==> config.mk <==
export PLATFORM = sky130hd
export DESIGN_NAME = iopu_top
export DESIGN_NICKNAME = d
export VERILOG_FILES = /design/src/design/iopu_pkg.sv /design/src/design/iopu_top.sv
export SDC_FILE = /design/constraint.sdc
export NUM_CORES = 1
export LEC_CHECK = 0
export BUFFER_PORTS_ARGS = -buffer_cell sky130_fd_sc_hd__buf_4
export CAP_MARGIN = 10
export CORE_UTILIZATION = 30
export DETAILED_ROUTE_END_ITERATION = 12
export PLACE_DENSITY_LB_ADDON = 0.12
export SLEW_MARGIN = 20
export SYNTH_ARGS = -nofsm -noshare
export SYNTH_HDL_FRONTEND = slang
export SYNTH_SLANG_ARGS = --single-unit
==> constraint.sdc <==
create_clock -name clk -period 1.4 [get_ports clk]
set_input_delay 0.14 -clock clk [delete_from_list [all_inputs] [get_ports clk]]
set_output_delay 0.14 -clock clk [all_outputs]
set_load 0.01 [all_outputs]
==> src/design/iopu_pkg.sv <==
// Package for the port-access instruction unit: opcodes, widths, reset values
package iopu_pkg;
  localparam int NIB_W = 4;
  localparam int TWO_W = 2;
  localparam int DPORT_W = 4;
  localparam int YIDX_W = 2;
  localparam logic [NIB_W-1:0] ZERO_NIB = 4'h0;
  localparam logic [NIB_W-1:0] ONES_NIB = 4'hF;
  localparam logic [NIB_W-1:0] RST_NIB = 4'h0;
  localparam logic [DPORT_W-1:0] RST_DPORT = 4'h0;
  localparam logic [TWO_W-1:0] RST_TWO = 2'h0;
  localparam logic RST_BIT = 1'b0;

  typedef enum logic [4:0] {
    IOPU_NOP, IOPU_IN_NIBA, IOPU_OUT_NIBA, IOPU_IN_NIBB, IOPU_OUT_NIBB,
    IOPU_IN_TWO, IOPU_OUT_TWO, IOPU_SET_DALL, IOPU_CLR_DBIT, IOPU_SET_DBIT,
    IOPU_TST_DBIT, IOPU_SET_C, IOPU_CLR_C, IOPU_TST_C, IOPU_IN_K,
    IOPU_OUT_K, IOPU_WR_WKA, IOPU_RD_WKA, IOPU_WR_WKB, IOPU_RD_WKB,
    IOPU_WR_WKC, IOPU_RD_WKC, IOPU_WR_PUA, IOPU_WR_PUB, IOPU_WR_PUC
  } iopu_op_e;
endpackage

==> src/design/iopu_top.sv <==
// Port-access instruction execution unit of a 4-bit microcomputer
// Summary of operation
// - First nibble port input loads accumulator
// - Accumulator drives first nibble port latch
// - Second nibble port input loads accumulator
// - Accumulator copied to second nibble latch
// - Two-bit port goes into accumulator low bits
// - Accumulator low two bits drive two-bit port
// - Clear bit-addressed port bit chosen by index
// - Set bit-addressed port bit chosen by index
// - Skip next when indexed bit is zero
// - Flag port set and clear instructions hold
// - Skip next when flag port is one
// - Key port level into accumulator bit zero
// - Accumulator bit zero drives key port
// - Accumulator written to first wakeup register
// - First wakeup register read to accumulator
// - Accumulator written to second wakeup register
// - Second wakeup register read to accumulator
// - Accumulator written to third wakeup register
// - Third wakeup register read to accumulator
// - Accumulator stored to first pull-up register
// - Accumulator stored to second pull-up register
// - Accumulator stored to third pull-up register
`timescale 1ns/1ps
module iopu_top
  import iopu_pkg::*;
(
  // Clock and reset
  input  wire logic                       clk,
  input  wire logic                       resetn,
  // Core instruction side
  input  wire logic                       op_valid,
  input  wire iopu_pkg::iopu_op_e         op_code,
  input  wire logic [iopu_pkg::NIB_W-1:0] acc_in,
  input  wire logic [iopu_pkg::YIDX_W-1:0] bit_index,
  output logic                            acc_load,
  output logic [iopu_pkg::NIB_W-1:0]      acc_out,
  output logic                            skip_next,
  // Port pins
  input  wire logic [iopu_pkg::NIB_W-1:0] nibble_io_port_first_in,
  input  wire logic [iopu_pkg::NIB_W-1:0] nibble_io_port_second_in,
  input  wire logic [iopu_pkg::TWO_W-1:0] two_bit_io_port_in,
  input  wire logic                       key_port_in,
  output logic [iopu_pkg::NIB_W-1:0]      nibble_io_port_first_out,
  output logic [iopu_pkg::NIB_W-1:0]      nibble_io_port_second_out,
  output logic [iopu_pkg::TWO_W-1:0]      two_bit_io_port_out,
  output logic [iopu_pkg::DPORT_W-1:0]    bit_port_out,
  output logic                            flag_port_out,
  output logic                            key_port_out,
  // Control registers
  output logic [iopu_pkg::NIB_W-1:0]      wakeup_control_first,
  output logic [iopu_pkg::NIB_W-1:0]      wakeup_control_second,
  output logic [iopu_pkg::NIB_W-1:0]      wakeup_control_third,
  output logic [iopu_pkg::NIB_W-1:0]      pullup_control_first,
  output logic [iopu_pkg::NIB_W-1:0]      pullup_control_second,
  output logic [iopu_pkg::NIB_W-1:0]      pullup_control_third
);
  import iopu_pkg::*;

  typedef struct packed {
    logic [2:0][NIB_W-1:0] s0;
    logic [2:0][NIB_W-1:0] s1;
    logic [TWO_W-1:0]      s3a;
    logic [TWO_W-1:0]      s3b;
    logic [TWO_W-1:0]      s3c;
    logic [2:0]            sk;
  } iopu_sync_s;

  typedef struct packed {
    iopu_sync_s         sy;
    logic               acc_load;
    logic [NIB_W-1:0]   acc_out;
    logic               skip_next;
    logic [NIB_W-1:0]   nib1;
    logic [NIB_W-1:0]   nib2;
    logic [TWO_W-1:0]   two;
    logic [DPORT_W-1:0] d;
    logic               c;
    logic               k;
    logic [NIB_W-1:0]   wk1;
    logic [NIB_W-1:0]   wk2;
    logic [NIB_W-1:0]   wk3;
    logic [NIB_W-1:0]   pul1;
    logic [NIB_W-1:0]   pul2;
    logic [NIB_W-1:0]   pul3;
    logic [NIB_W-1:0]   nib1_f;
    logic [NIB_W-1:0]   nib2_f;
    logic [TWO_W-1:0]   two_f;
    logic               k_f;
  } iopu_state_s;

  iopu_state_s st_q;
  iopu_state_s st_d;

  // Pins pass three stages; a filtered level updates only once stages two and three agree
  // Agreement rejects a one-cycle glitch at the price of one more cycle before a read sees it
  always_comb begin
    st_d = st_q;
    st_d.acc_load = 1'b0;
    st_d.skip_next = 1'b0;
    st_d.sy.s0[0] = st_q.sy.s0[1];
    st_d.sy.s0[1] = st_q.sy.s0[2];
    st_d.sy.s0[2] = nibble_io_port_first_in;
    st_d.sy.s1[0] = st_q.sy.s1[1];
    st_d.sy.s1[1] = st_q.sy.s1[2];
    st_d.sy.s1[2] = nibble_io_port_second_in;
    st_d.sy.s3a = two_bit_io_port_in;
    st_d.sy.s3b = st_q.sy.s3a;
    st_d.sy.s3c = st_q.sy.s3b;
    st_d.sy.sk = {key_port_in, st_q.sy.sk[2:1]};
    if (st_q.sy.s0[1] == st_q.sy.s0[0]) begin
      st_d.nib1_f = st_q.sy.s0[0];
    end
    if (st_q.sy.s1[1] == st_q.sy.s1[0]) begin
      st_d.nib2_f = st_q.sy.s1[0];
    end
    if (st_q.sy.s3b == st_q.sy.s3c) begin
      st_d.two_f = st_q.sy.s3c;
    end
    if (st_q.sy.sk[1] == st_q.sy.sk[0]) begin
      st_d.k_f = st_q.sy.sk[0];
    end
    if (op_valid) begin
      unique case (op_code)
        IOPU_IN_NIBA: begin
          st_d.acc_load = 1'b1;
          st_d.acc_out = st_q.nib1_f;
        end
        IOPU_OUT_NIBA: st_d.nib1 = acc_in;
        IOPU_IN_NIBB: begin
          st_d.acc_load = 1'b1;
          st_d.acc_out = st_q.nib2_f;
        end
        IOPU_OUT_NIBB: st_d.nib2 = acc_in;
        IOPU_IN_TWO: begin
          st_d.acc_load = 1'b1;
          st_d.acc_out = {{(NIB_W-TWO_W){1'b0}}, st_q.two_f};
        end
        IOPU_OUT_TWO: st_d.two = acc_in[TWO_W-1:0];
        IOPU_SET_DALL: st_d.d = ONES_NIB;
        IOPU_CLR_DBIT: st_d.d[bit_index] = 1'b0;
        IOPU_SET_DBIT: st_d.d[bit_index] = 1'b1;
        IOPU_TST_DBIT: st_d.skip_next = ~st_q.d[bit_index];
        IOPU_SET_C: st_d.c = 1'b1;
        IOPU_CLR_C: st_d.c = 1'b0;
        IOPU_TST_C: st_d.skip_next = st_q.c;
        IOPU_IN_K: begin
          st_d.acc_load = 1'b1;
          st_d.acc_out = {{(NIB_W-1){1'b0}}, st_q.k_f};
        end
        IOPU_OUT_K: st_d.k = acc_in[0];
        IOPU_WR_WKA: st_d.wk1 = acc_in;
        IOPU_RD_WKA: begin
          st_d.acc_load = 1'b1;
          st_d.acc_out = st_q.wk1;
        end
        IOPU_WR_WKB: st_d.wk2 = acc_in;
        IOPU_RD_WKB: begin
          st_d.acc_load = 1'b1;
          st_d.acc_out = st_q.wk2;
        end
        IOPU_WR_WKC: st_d.wk3 = acc_in;
        IOPU_RD_WKC: begin
          st_d.acc_load = 1'b1;
          st_d.acc_out = st_q.wk3;
        end
        IOPU_WR_PUA: st_d.pul1 = acc_in;
        IOPU_WR_PUB: st_d.pul2 = acc_in;
        IOPU_WR_PUC: st_d.pul3 = acc_in;
        // No-op and unlisted codes leave every latch untouched
        default: st_d.acc_load = 1'b0;
      endcase
    end
  end

  always_ff @(posedge clk or negedge resetn) begin
    if (!resetn) begin
      st_q <= '0;
    end else begin
      st_q <= st_d;
    end
  end

  assign acc_load = st_q.acc_load;
  assign acc_out = st_q.acc_out;
  assign skip_next = st_q.skip_next;
  assign nibble_io_port_first_out = st_q.nib1;
  assign nibble_io_port_second_out = st_q.nib2;
  assign two_bit_io_port_out = st_q.two;
  assign bit_port_out = st_q.d;
  assign flag_port_out = st_q.c;
  assign key_port_out = st_q.k;
  assign wakeup_control_first = st_q.wk1;
  assign wakeup_control_second = st_q.wk2;
  assign wakeup_control_third = st_q.wk3;
  assign pullup_control_first = st_q.pul1;
  assign pullup_control_second = st_q.pul2;
  assign pullup_control_third = st_q.pul3;
endmodule

==> metrics.yaml, run 1 <==
status: "complete, but fails checks"
violated_checks: "negative setup slack"
drt_iter0_markers: 92
post_synthesis_instance_area_sq_mm: 0.00385
drive_gt1_frac: 0.478
worst_r2r_path_depth: 4
hold-path-endpoint: "wakeup_control_third[2]"
syn_avg_cell_area_sq_um: 13.0
portBuffers: 70
max-cap-violations: 0
grt_antenna_before_repair: 0
timing.fmax_mhz: 682
endpoint_kind: "flip-flop"
critical_path_class: "flip-flop to flip-flop"
synth_sequential_area_ratio: 0.585
synth_edf_count: 0
drtPass1Iterations: 4
hold_path.startpoint: "acc_in[2]"
peakVddDrop_mv: 0.510
cp-startpoint: "bit_port_out[3]"
min_path_type: "input port to flip-flop"
crit_path_start_kind: "flip-flop"
floorplan.initialDensity: 0.306
clock_insertion_delay_worst_skew_ps: 340
finalSetupTns_ps: -210
wl_met2_um: 3730
yosys.area.top_type: "sky130_fd_sc_hd__dfrtp_1"
synth_top_family_by_area: "multiplexers"
place_hpwl_um: 5790
multi_input_combinational_cell_area_sq_mm: 0.00129
synth_xor_area_frac: 0.0227
synthesis.nets: 322
finalHoldViolations: 0
routability_congestion: 0.785
setup_slack_ps: -65.9
synth_fa_ha_area_frac: 0.00260
post-place-ws_ps: -181
m1WireLength_um: 3910
row_count: 41
dieHeight_um: 115
commonest_non_fill_non_tap_cell_in_the_layout: "sky130_fd_sc_hd__buf_4"
postSynthRegisterBits: 90
synth-simple-area-share: 0.0923
detail_route.wirelength_um: 8140
grt_start_max_net_pins: 91
crit_fanout: 2
cts_made_buffers: 9
synth.top_cell.area_share: 0.585
highest-signal-layer: "met4"
cts_tree: "done"
aggregate_global_routing_overflow: 0
fillers: 1209
worst-slew-pin-transition_ps: 475
clk_root_buffer_cell: "sky130_fd_sc_hd__clkbuf_16"
design.die.area_sq_mm: 0.0133
synth_cell_type_count: 45
grt_pass1_vias: 2497
placeableCoreArea_sq_mm: 0.0126
grt_pass1_wl_um: 13300
regToRegStartpoint: "bit_port_out[3]"
regToRegEndpoint: "skip_next"
grt_setup_unrepaired: "yes"
total_power_w: 0.00740
netlist_instances: 297
detail_routed_via_count_per_cell: 4.35
worst-endpoint-required_ps: 1640
synth_mux_area_frac: 0.151
finalHoldWorstSlack_ps: 119
num_vias: 2443
ys_top_cells_by_area: "sky130_fd_sc_hd__dfrtp_1, sky130_fd_sc_hd__mux2_2, sky130_fd_sc_hd__buf_4"
yosysWarnings: 0
avgRoutedWirePerCell_um: 14.5
die_outline_width_um: 115
grt_util_all_layers: 0.137
finalClockSkew_ps: 3.49
powerDensity_mw_per_mm2: 1460
clock_path_buffers: 2
timing.slew.headroom: 0.681
area.growth.synth_to_final_pct: 32.0
detailed_route_drc_error_count: 0
synth-main-ff-cell: "sky130_fd_sc_hd__dfrtp_1"
drv_slew: 0
regToRegSetupSlack_ps: -70
finalSetupViolations: 9
design.portCount: 71
timing.final.crit_share: 1.05
synth_compound_area_frac: 0.0491
met3_length_um: 329
cts.sink_count: 90
num_antenna_cells: 0
power.leakage_nw: 2.40
route.antenna.remaining_nets: 0
cp_data_arrival_time_ps: 1700
holdPathStages: 2
area.sequential_sq_mm: 0.00225
clk_pin_slew_ps: 60
cts_htree_levels: 3
final_cell_mix: "sky130_fd_sc_hd__buf_4, sky130_fd_sc_hd__dfrtp_1, sky130_fd_sc_hd__mux2_2, sky130_fd_sc_hd__nand2_1, sky130_fd_sc_hd__dlygate4sd3_1"
async_set_reset_flop_share_out_of_synthesis: 1.00
finalWorstPathRequiredPeriod_ps: 1470
nets: 409
[Yosys cell counts, types with 2 or more instances]
| cell | n |
|---|---|
| sky130_fd_sc_hd__nor4_1 | 2 |
| sky130_fd_sc_hd__and2_1 | 2 |
| sky130_fd_sc_hd__inv_1 | 3 |
| sky130_fd_sc_hd__buf_4 | 43 |
| sky130_fd_sc_hd__o21ai_0 | 4 |
| sky130_fd_sc_hd__a2bb2oi_1 | 2 |
| sky130_fd_sc_hd__nand3b_1 | 2 |
| sky130_fd_sc_hd__nor3b_2 | 2 |
| sky130_fd_sc_hd__o31ai_1 | 2 |
| sky130_fd_sc_hd__a21oi_1 | 6 |
| sky130_fd_sc_hd__nand3_1 | 5 |
| sky130_fd_sc_hd__a221o_1 | 3 |
| sky130_fd_sc_hd__mux2i_1 | 5 |
| sky130_fd_sc_hd__nor3_1 | 2 |
| sky130_fd_sc_hd__buf_2 | 4 |
| sky130_fd_sc_hd__nor4b_1 | 3 |
| sky130_fd_sc_hd__mux2_2 | 44 |
| sky130_fd_sc_hd__dfrtp_1 | 90 |
| sky130_fd_sc_hd__xor2_1 | 8 |
| sky130_fd_sc_hd__a31oi_1 | 2 |
| sky130_fd_sc_hd__xnor2_1 | 2 |
| sky130_fd_sc_hd__nor2b_1 | 7 |
| sky130_fd_sc_hd__nor2_1 | 10 |
| sky130_fd_sc_hd__nand2_1 | 18 |
| sky130_fd_sc_hd__and3_1 | 4 |
| sky130_fd_sc_hd__nand2b_1 | 3 |
[kinds of logic after synthesis]
group	after synthesis
adders and majority gates	1
and+or+nand+nor	65
buffers and inverters	53
xor gates and xnor gates	10
AOI/OAI and AO/OA	27
muxes	51
DFF	90
[worst max-delay path, stage by stage, from the launching register on]
cell	delay [ps]
sky130_fd_sc_hd__dfrtp_1	380
sky130_fd_sc_hd__mux4_2	500
sky130_fd_sc_hd__nor3b_2	170
sky130_fd_sc_hd__a31oi_1	60
sky130_fd_sc_hd__nor4b_2	250
[per-stage QoR]
stage	cell area (sq um)	std cells	util
floorplan	3860	297	-
global placement	4550	529	0.362
global route	5080	561	0.404
finish	5080	561	0.404
CTS	5060	559	0.402
detailed placement	4550	529	0.362
[report_power, final]
part           switching (W)  total [W]  internal [W]
combinational       0.000613    0.00156      0.000943
clock               0.000992    0.00255       0.00156
sequential          0.000274    0.00330       0.00302
total                0.00188    0.00740       0.00553
[routing by layer]
| layer | vias to the layer above | GRT usage |
|---|---|---|
| met1 | 1209 | 0.184 |
| met2 | 54 | 0.200 |
| met4 | 0 | 0.0727 |
| met3 | 11 | 0.0364 |
| li1 | 1169 | - |
| met5 | - | 0 |
[worst max path at each step]
stage,cells past startpoint,to
finish,4,skip_next
detailed placement,4,skip_next
floorplan,3,st_q[10]
global route,4,skip_next
global placement,4,skip_next
CTS,4,skip_next
[sequential cells by signal, summed over array words and instances (netlist names), 2 cells and up]
signal,cells
st_d,22
st_q,22
acc_out,4
bit_port_out,4
nibble_io_port_first_out,4
nibble_io_port_second_out,4
pullup_control_first,4
pullup_control_second,4
pullup_control_third,4
wakeup_control_first,4
wakeup_control_second,4
wakeup_control_third,4
two_bit_io_port_out,2
[layout make-up]
class,count,share of cell area
well taps,172,0.0424
clock buffers,9,0.0443
multi-input cells,154,0.255
clock inverters,7,0.0185
flip-flops and latches,90,0.443
repair buffers,126,0.195
inverters,3,0.00222
[repair_timing]
item | CTS | global route
pin swaps | 4 | 4
setup buffers | 2 | 2
setup endpoints to repair | 10 | 12
hold buffers | 12 | 0
cloned | 0 | 0
gates resized for setup | 11 | 3
hold endpoints to repair | 101 | 0
(Power assumes the default switching activity.)
==> run 2: changes to the inputs <==
--- a/config.mk
+++ b/config.mk
@@ -10,6 +10,7 @@
 export CORE_UTILIZATION = 30
 export DETAILED_ROUTE_END_ITERATION = 12
 export PLACE_DENSITY_LB_ADDON = 0.12
+export SETUP_SLACK_MARGIN = 0.02
 export SLEW_MARGIN = 20
 export SYNTH_ARGS = -nofsm -noshare
 export SYNTH_HDL_FRONTEND = slang
==> run 2 against run 1 <==
Net effect:
- the flow still finishes with violations (negative setup slack)
- highest routed layer unchanged
- worst setup slack gained 17 ps
- via count up 0.16%
- first-iteration DRC count rose by 17%
- clock skew is essentially flat
- global-route usage is 0.17 points lower
==> metrics.yaml, run 2 (same netlist as run 1, synthesis figures left out) <==
post-place-ws_ps: -99.4  # +81.2 ps
clock_insertion_delay_worst_skew_ps: 340  # about the same
route.antenna.remaining_nets: 0  # unchanged
grt_start_max_net_pins: 91  # unchanged
cts_htree_levels: 3  # unchanged
worst-slew-pin-transition_ps: 503  # +28.3 ps
detailed_route_drc_error_count: 0  # unchanged
finalCoreUtilization: 0.405  # +0.000497
crit_path_start_kind: "flip-flop"
floorplan.initialDensity: 0.306  # unchanged
drive_gt1_frac: 0.478  # about the same
dpl-instance-area_sq_mm: 0.00458  # +0.49%
critPathMaxStageDelay_ps: 500  # about the same
status: "complete, but fails checks"
regToRegEndpoint: "skip_next"
finalClockSkew_ps: 3.21  # -0.283 ps
grt_setup_unrepaired: "yes"
holdPathStages: 2  # unchanged
powerDensity_mw_per_mm2: 1410  # -3.2%
clk_root_buffer_cell: "sky130_fd_sc_hd__clkbuf_16"
path_cells: "mux4_2 -> nor3b_2 -> a31oi_1 -> nor4b_2"
worst_r2r_path_depth: 4  # unchanged
placeableCoreArea_sq_mm: 0.0126  # unchanged
routability_congestion: 0.710  # -9.6%
grt_util_all_layers: 0.135  # -0.00172
regToRegSetupSlack_ps: -50  # +20 ps
power.leakage_nw: 2.40  # +0.19%
finalHoldViolations: 0  # unchanged
grt_pass1_vias: 2479  # -0.72%
grt.met1_usage: 0.183  # -0.00140
cts_made_buffers: 9  # unchanged
timing.fmax_mhz: 690  # +1.2%
portBuffers: 70  # unchanged
timing.final.crit_share: 1.03  # -0.0123
area_of_all_placed_cells_without_fillers_sq_mm: 0.00509  # +0.12%
setup_slack_ps: -48.7  # +17.2 ps
timing.slew.headroom: 0.664  # -0.0168
hold-path-endpoint: "wakeup_control_second[2]"
gr-max-usage-layer: "met2"
regToRegStartpoint: "bit_port_out[3]"
violated_checks: "negative setup slack"
die_outline_width_um: 115  # unchanged
drv_slew: 0  # unchanged
commonest_non_fill_non_tap_cell_in_the_layout: "sky130_fd_sc_hd__buf_4"
final_cell_mix: "sky130_fd_sc_hd__buf_4, sky130_fd_sc_hd__dfrtp_1, sky130_fd_sc_hd__mux2_2, sky130_fd_sc_hd__nand2_1, sky130_fd_sc_hd__dlygate4sd3_1"
detail_route.wirelength_um: 8090  # -0.57%
min_path_type: "input port to flip-flop"
clock_path_buffers: 2  # unchanged
num_vias: 2447  # +0.16%
row_count: 41  # unchanged
finalSetupViolations: 9  # unchanged
nets: 411  # +0.49%
cts_tree: "done"
grt_antenna_before_repair: 0  # unchanged
place_hpwl_um: 5710  # -1.5%
avgRoutedWirePerCell_um: 14.4  # -0.92%
clk_pin_slew_ps: 60  # about the same
total_power_w: 0.00718  # -3.1%
finalWorstPathRequiredPeriod_ps: 1450  # -17.2 ps
drt_iter0_markers: 108  # +17%
endpoint_kind: "flip-flop"
peakVddDrop_mv: 0.588  # +15%
grt_met2_use: 0.196  # -0.00402
area.growth.synth_to_final_pct: 32.1
critical_path_class: "flip-flop to flip-flop"
hold_path.startpoint: "acc_in[2]"
crit_fanout: 2  # unchanged
drtPass1Iterations: 5  # +1
finalSetupTns_ps: -117  # +93.3 ps
groute.layer.met3.usage: 0.0422  # +0.00580
max-cap-violations: 0  # unchanged
detail_routed_via_count_per_cell: 4.35  # -0.19%
cts.sink_count: 90  # unchanged
design.die.area_sq_mm: 0.0133  # unchanged
dieHeight_um: 115  # unchanged
cp-startpoint: "bit_port_out[3]"
critPathSlowestCell: "sky130_fd_sc_hd__mux4_2"
aggregate_global_routing_overflow: 0  # unchanged
cp_data_arrival_time_ps: 1690  # about the same
worst-endpoint-required_ps: 1640  # about the same
design.portCount: 71  # unchanged
num_antenna_cells: 0  # unchanged
grt_pass1_wl_um: 13100  # -1.2%
[run 2: worst max-delay path by stage]
stage                      end  depth (start not counted)
floorplan             st_q[10]                          3
global placement     skip_next                          4
detailed placement  acc_out[0]                          6
CTS                  skip_next                          4
global route         skip_next                          4
finish               skip_next                          4
[run 2: critical path: cells and delay by family (launching register included)]
kind | cells | cell delay, ps
compound gates | 1 | 70
flops | 1 | 370
mux | 1 | 500
simple gates | 2 | 400
[run 2: where the power goes]
| group | internal [W] | switching (W) |
|---|---|---|
| logic | 0.000946 | 0.000610 |
| clock network | 0.00138 | 0.000949 |
| registers | 0.00303 | 0.000268 |
[run 2: layout make-up]
class                   instances  area, sq um
fillers                      1251         7480
flip-flops and latches         90         2250
multi-input cells             154         1320
repair buffers                128         1000
clock buffers                  11          233
well taps                     172          215
clock inverters                 5         55.1
inverters                       3         11.3
[run 2: timing repair]
item / in CTS / in global routing
endpoints found under the setup margin: 11 / 11
gates resized for setup: 11 / 5
cloned: 0 / 0
buffers inserted: 3 / 1
hold buffers: 12 / 0
hold endpoints to repair: 101 / 0
pin swaps: 4 / 5
[run 2: per-stage QoR]
stage	hold slack, ps	instances
after floorplan	-156	297
after detailed placement	226	531
after CTS	113	562
after global placement	226	531
final	130	563
after global routing	125	563
[run 2: layer usage]
metal | routed length, um | share of wire
met2 | 3780 | 0.47
met5 | 0 | 0
met1 | 3900 | 0.48
met3 | 323 | 0.040
met4 | 91 | 0.011
==> run 3: changes to the inputs <==
--- a/config.mk
+++ b/config.mk
@@ -5,7 +5,7 @@
 export SDC_FILE = /design/constraint.sdc
 export NUM_CORES = 1
 export LEC_CHECK = 0
-export BUFFER_PORTS_ARGS = -buffer_cell sky130_fd_sc_hd__buf_4
+export BUFFER_PORTS_ARGS = -buffer_cell sky130_fd_sc_hd__buf_2
 export CAP_MARGIN = 10
 export CORE_UTILIZATION = 30
 export DETAILED_ROUTE_END_ITERATION = 12
==> constraint.sdc (replaced) <==
create_clock -name clk -period 1.4 [get_ports clk]
set_input_delay 0.14 -clock clk [delete_from_list [all_inputs] [get_ports clk]]
set_output_delay 0.14 -clock clk [all_outputs]
set_load 0.1 [all_outputs]
==> run 3 against run 2 <==
Net effect:
- the run still ends with negative setup slack left
- first-iteration DRC count fell by 20%
- design area decreased by 2.7%
- fmax is 1.1% lower
- critical endpoint unchanged
==> metrics.yaml, run 3 (same netlist as run 1, synthesis figures left out) <==
status: "complete, but fails checks"
violated_checks: "negative setup slack"
critPathMaxStageDelay_ps: 510  # about the same
critPathSlowestCell: "sky130_fd_sc_hd__mux4_2"
sequential_cell_fraction_of_total_power: 0.358  # -0.101
clock_path_buffers: 2  # unchanged
setup_slack_ps: -64.8  # -16.1 ps
drtPass1Iterations: 7  # +2
power.clock.fraction: 0.283  # -0.041
die_outline_width_um: 115  # unchanged
cp-startpoint: "bit_port_out[3]"
path_cells: "mux4_2 -> nor3b_2 -> a31oi_1 -> nor4b_1"
crit_path_start_kind: "flip-flop"
cts.sink_count: 90  # unchanged
num_vias: 2428  # -0.78%
endpoint_kind: "flip-flop"
power.leakage_nw: 2.38  # -0.93%
area.growth.synth_to_final_pct: 28.6
aggregate_global_routing_overflow: 0  # unchanged
peakVddDrop_mv: 0.678  # +15%
avgRoutedWirePerCell_um: 14.4  # +0.43%
num_antenna_cells: 0  # unchanged
routability_congestion: 0.787  # +11%
drive_gt1_frac: 0.478  # unchanged
cts_htree_levels: 3  # unchanged
finalClockSkew_ps: 7.92  # +4.71 ps
cts_tree: "done"
finalSetupViolations: 5  # -4
place_hpwl_um: 5860  # +2.6%
powerDensity_mw_per_mm2: 1860  # +32%
finalHoldWorstSlack_ps: 96.7  # -33.3 ps
min_path_type: "input port to flip-flop"
hold-path-endpoint: "skip_next"
design.portCount: 71  # unchanged
dieHeight_um: 115  # unchanged
detailed_route_drc_error_count: 0  # unchanged
floorplan.initialDensity: 0.306  # unchanged
critical_path_buf_inv_count: 0  # unchanged
cellInternalPower_w: 0.00540  # +0.91%
drv_slew: 0  # unchanged
holdPathStages: 2  # unchanged
swShare: 0.413  # +0.158
row_count: 41  # unchanged
timing.slew.headroom: 0.669  # +0.00462
critical_path_class: "flip-flop to flip-flop"
regToRegStartpoint: "bit_port_out[3]"
detail_routed_via_count_per_cell: 4.31  # -0.78%
timing.fmax_mhz: 683  # -1.1%
regToRegSetupSlack_ps: -60  # -20 ps
max-cap-violations: 0  # unchanged
regToRegEndpoint: "skip_next"
detail_route.wirelength_um: 8130  # +0.43%
final_cell_mix: "sky130_fd_sc_hd__dfrtp_1, sky130_fd_sc_hd__buf_2, sky130_fd_sc_hd__buf_4, sky130_fd_sc_hd__mux2_2, sky130_fd_sc_hd__nand2_1"
grt_pass1_vias: 2473  # -0.24%
clk_root_buffer_cell: "sky130_fd_sc_hd__clkbuf_16"
grt_start_max_net_pins: 38  # -58%
finalWorstPathRequiredPeriod_ps: 1460  # +16.1 ps
worst_r2r_path_depth: 4  # unchanged
portBuffers: 70  # unchanged
grt_setup_unrepaired: "yes"
finalSetupTns_ps: -175  # -58.6 ps
grt_pass1_wl_um: 12900  # -1.7%
finalHoldViolations: 0  # unchanged
cts_made_buffers: 9  # unchanged
crit_fanout: 2  # unchanged
clk_pin_slew_ps: 70  # about the same
worst-slew-pin-transition_ps: 500  # -3.48 ps
design.die.area_sq_mm: 0.0133  # unchanged
route.antenna.remaining_nets: 0  # unchanged
switching_power_w: 0.00380  # +110%
timing.final.crit_share: 1.05  # +0.0115
placeableCoreArea_sq_mm: 0.0126  # unchanged
grt_antenna_before_repair: 0  # unchanged
power.share.combinational: 0.360  # +0.143
grt_util_all_layers: 0.133  # -0.00158
clock_insertion_delay_worst_skew_ps: 350  # about the same
cp_data_arrival_time_ps: 1700  # about the same
worst-endpoint-required_ps: 1640  # about the same
critical_path.top_delay_family: "multiplexers"
finalCoreUtilization: 0.394  # -0.0108
drt_iter0_markers: 86  # -20%
nets: 411  # unchanged
commonest_non_fill_non_tap_cell_in_the_layout: "sky130_fd_sc_hd__dfrtp_1"
hold_path.startpoint: "op_valid"
[run 3: changes by cell type in the layout (fill, tap and decap cells not counted), sizes merged]
cell | previous run | this run
inv | 3 | 4
bufinv | 1 | 2
clkbuf | 11 | 12
buf | 116 | 114
clkinvlp | 2 | 1
[run 3: layer usage]
metal  vias to the layer above  GRT usage  routed length [um]
met5                         -          0                   0
met4                         0     0.0727                 182
met2                        41      0.203                3720
li1                       1171          -                   -
met3                        13     0.0316                 226
met1                      1203      0.175                4000
[run 3: cell type report]
class / instances / area (sq um)
Timing Repair Buffer: 128 / 861
Inverter: 3 / 11.3
Clock inverter: 6 / 90.1
Tap cell: 172 / 215
Fill cell: 1259 / 7620
Sequential cell: 90 / 2250
Multi-Input combinational cell: 154 / 1290
Clock buffer: 10 / 229
[run 3: worst max path at each step]
stage                     depth (start not counted)    endpoint  slack (ps)
final                                             4   skip_next         -60
after global routing                              4   skip_next        -190
after CTS                                         4   skip_next         -80
after detailed placement                          6  acc_out[3]        -130
after global placement                            6  acc_out[3]        -130
after floorplan                                   3    st_q[10]         -40
[run 3: power by group through the flow]
stage / clock (W) / combinational, W / sequential (W)
2_1_floorplan: 0 / 0.00291 / 0.00330
4_1_cts: 0.00270 / 0.00332 / 0.00330
5_1_grt: 0.00278 / 0.00344 / 0.00334
3_3_place_gp: 0 / 0.00320 / 0.00333
6_report: 0.00260 / 0.00331 / 0.00329
3_5_place_dp: 0 / 0.00321 / 0.00334
[run 3: through the flow]
step	instance area, sq um	total power, W	setup WS, ps	std cells
2_1_floorplan	3870	0.00621	-39.8	297
6_report	4950	0.00919	-64.8	563
4_1_cts	4930	0.00931	-78.4	561
5_1_grt	4950	0.00957	-189	563
3_3_place_gp	4430	0.00653	-133	532
3_5_place_dp	4430	0.00655	-129	532
[run 3: worst register-to-register path: stages (launching register included)]
cell                      delay (ps)
sky130_fd_sc_hd__dfrtp_1         380
sky130_fd_sc_hd__mux4_2          520
sky130_fd_sc_hd__nor3b_2         170
sky130_fd_sc_hd__a31oi_1          50
sky130_fd_sc_hd__nor4b_1         240
[run 3: repair_timing]
action	4_1_cts	5_1_grt
buffers inserted	1	2
endpoints found under the hold margin	31	0
pin swaps	4	3
endpoints found under the setup margin	16	13
hold buffers	12	0
resized for setup	16	3
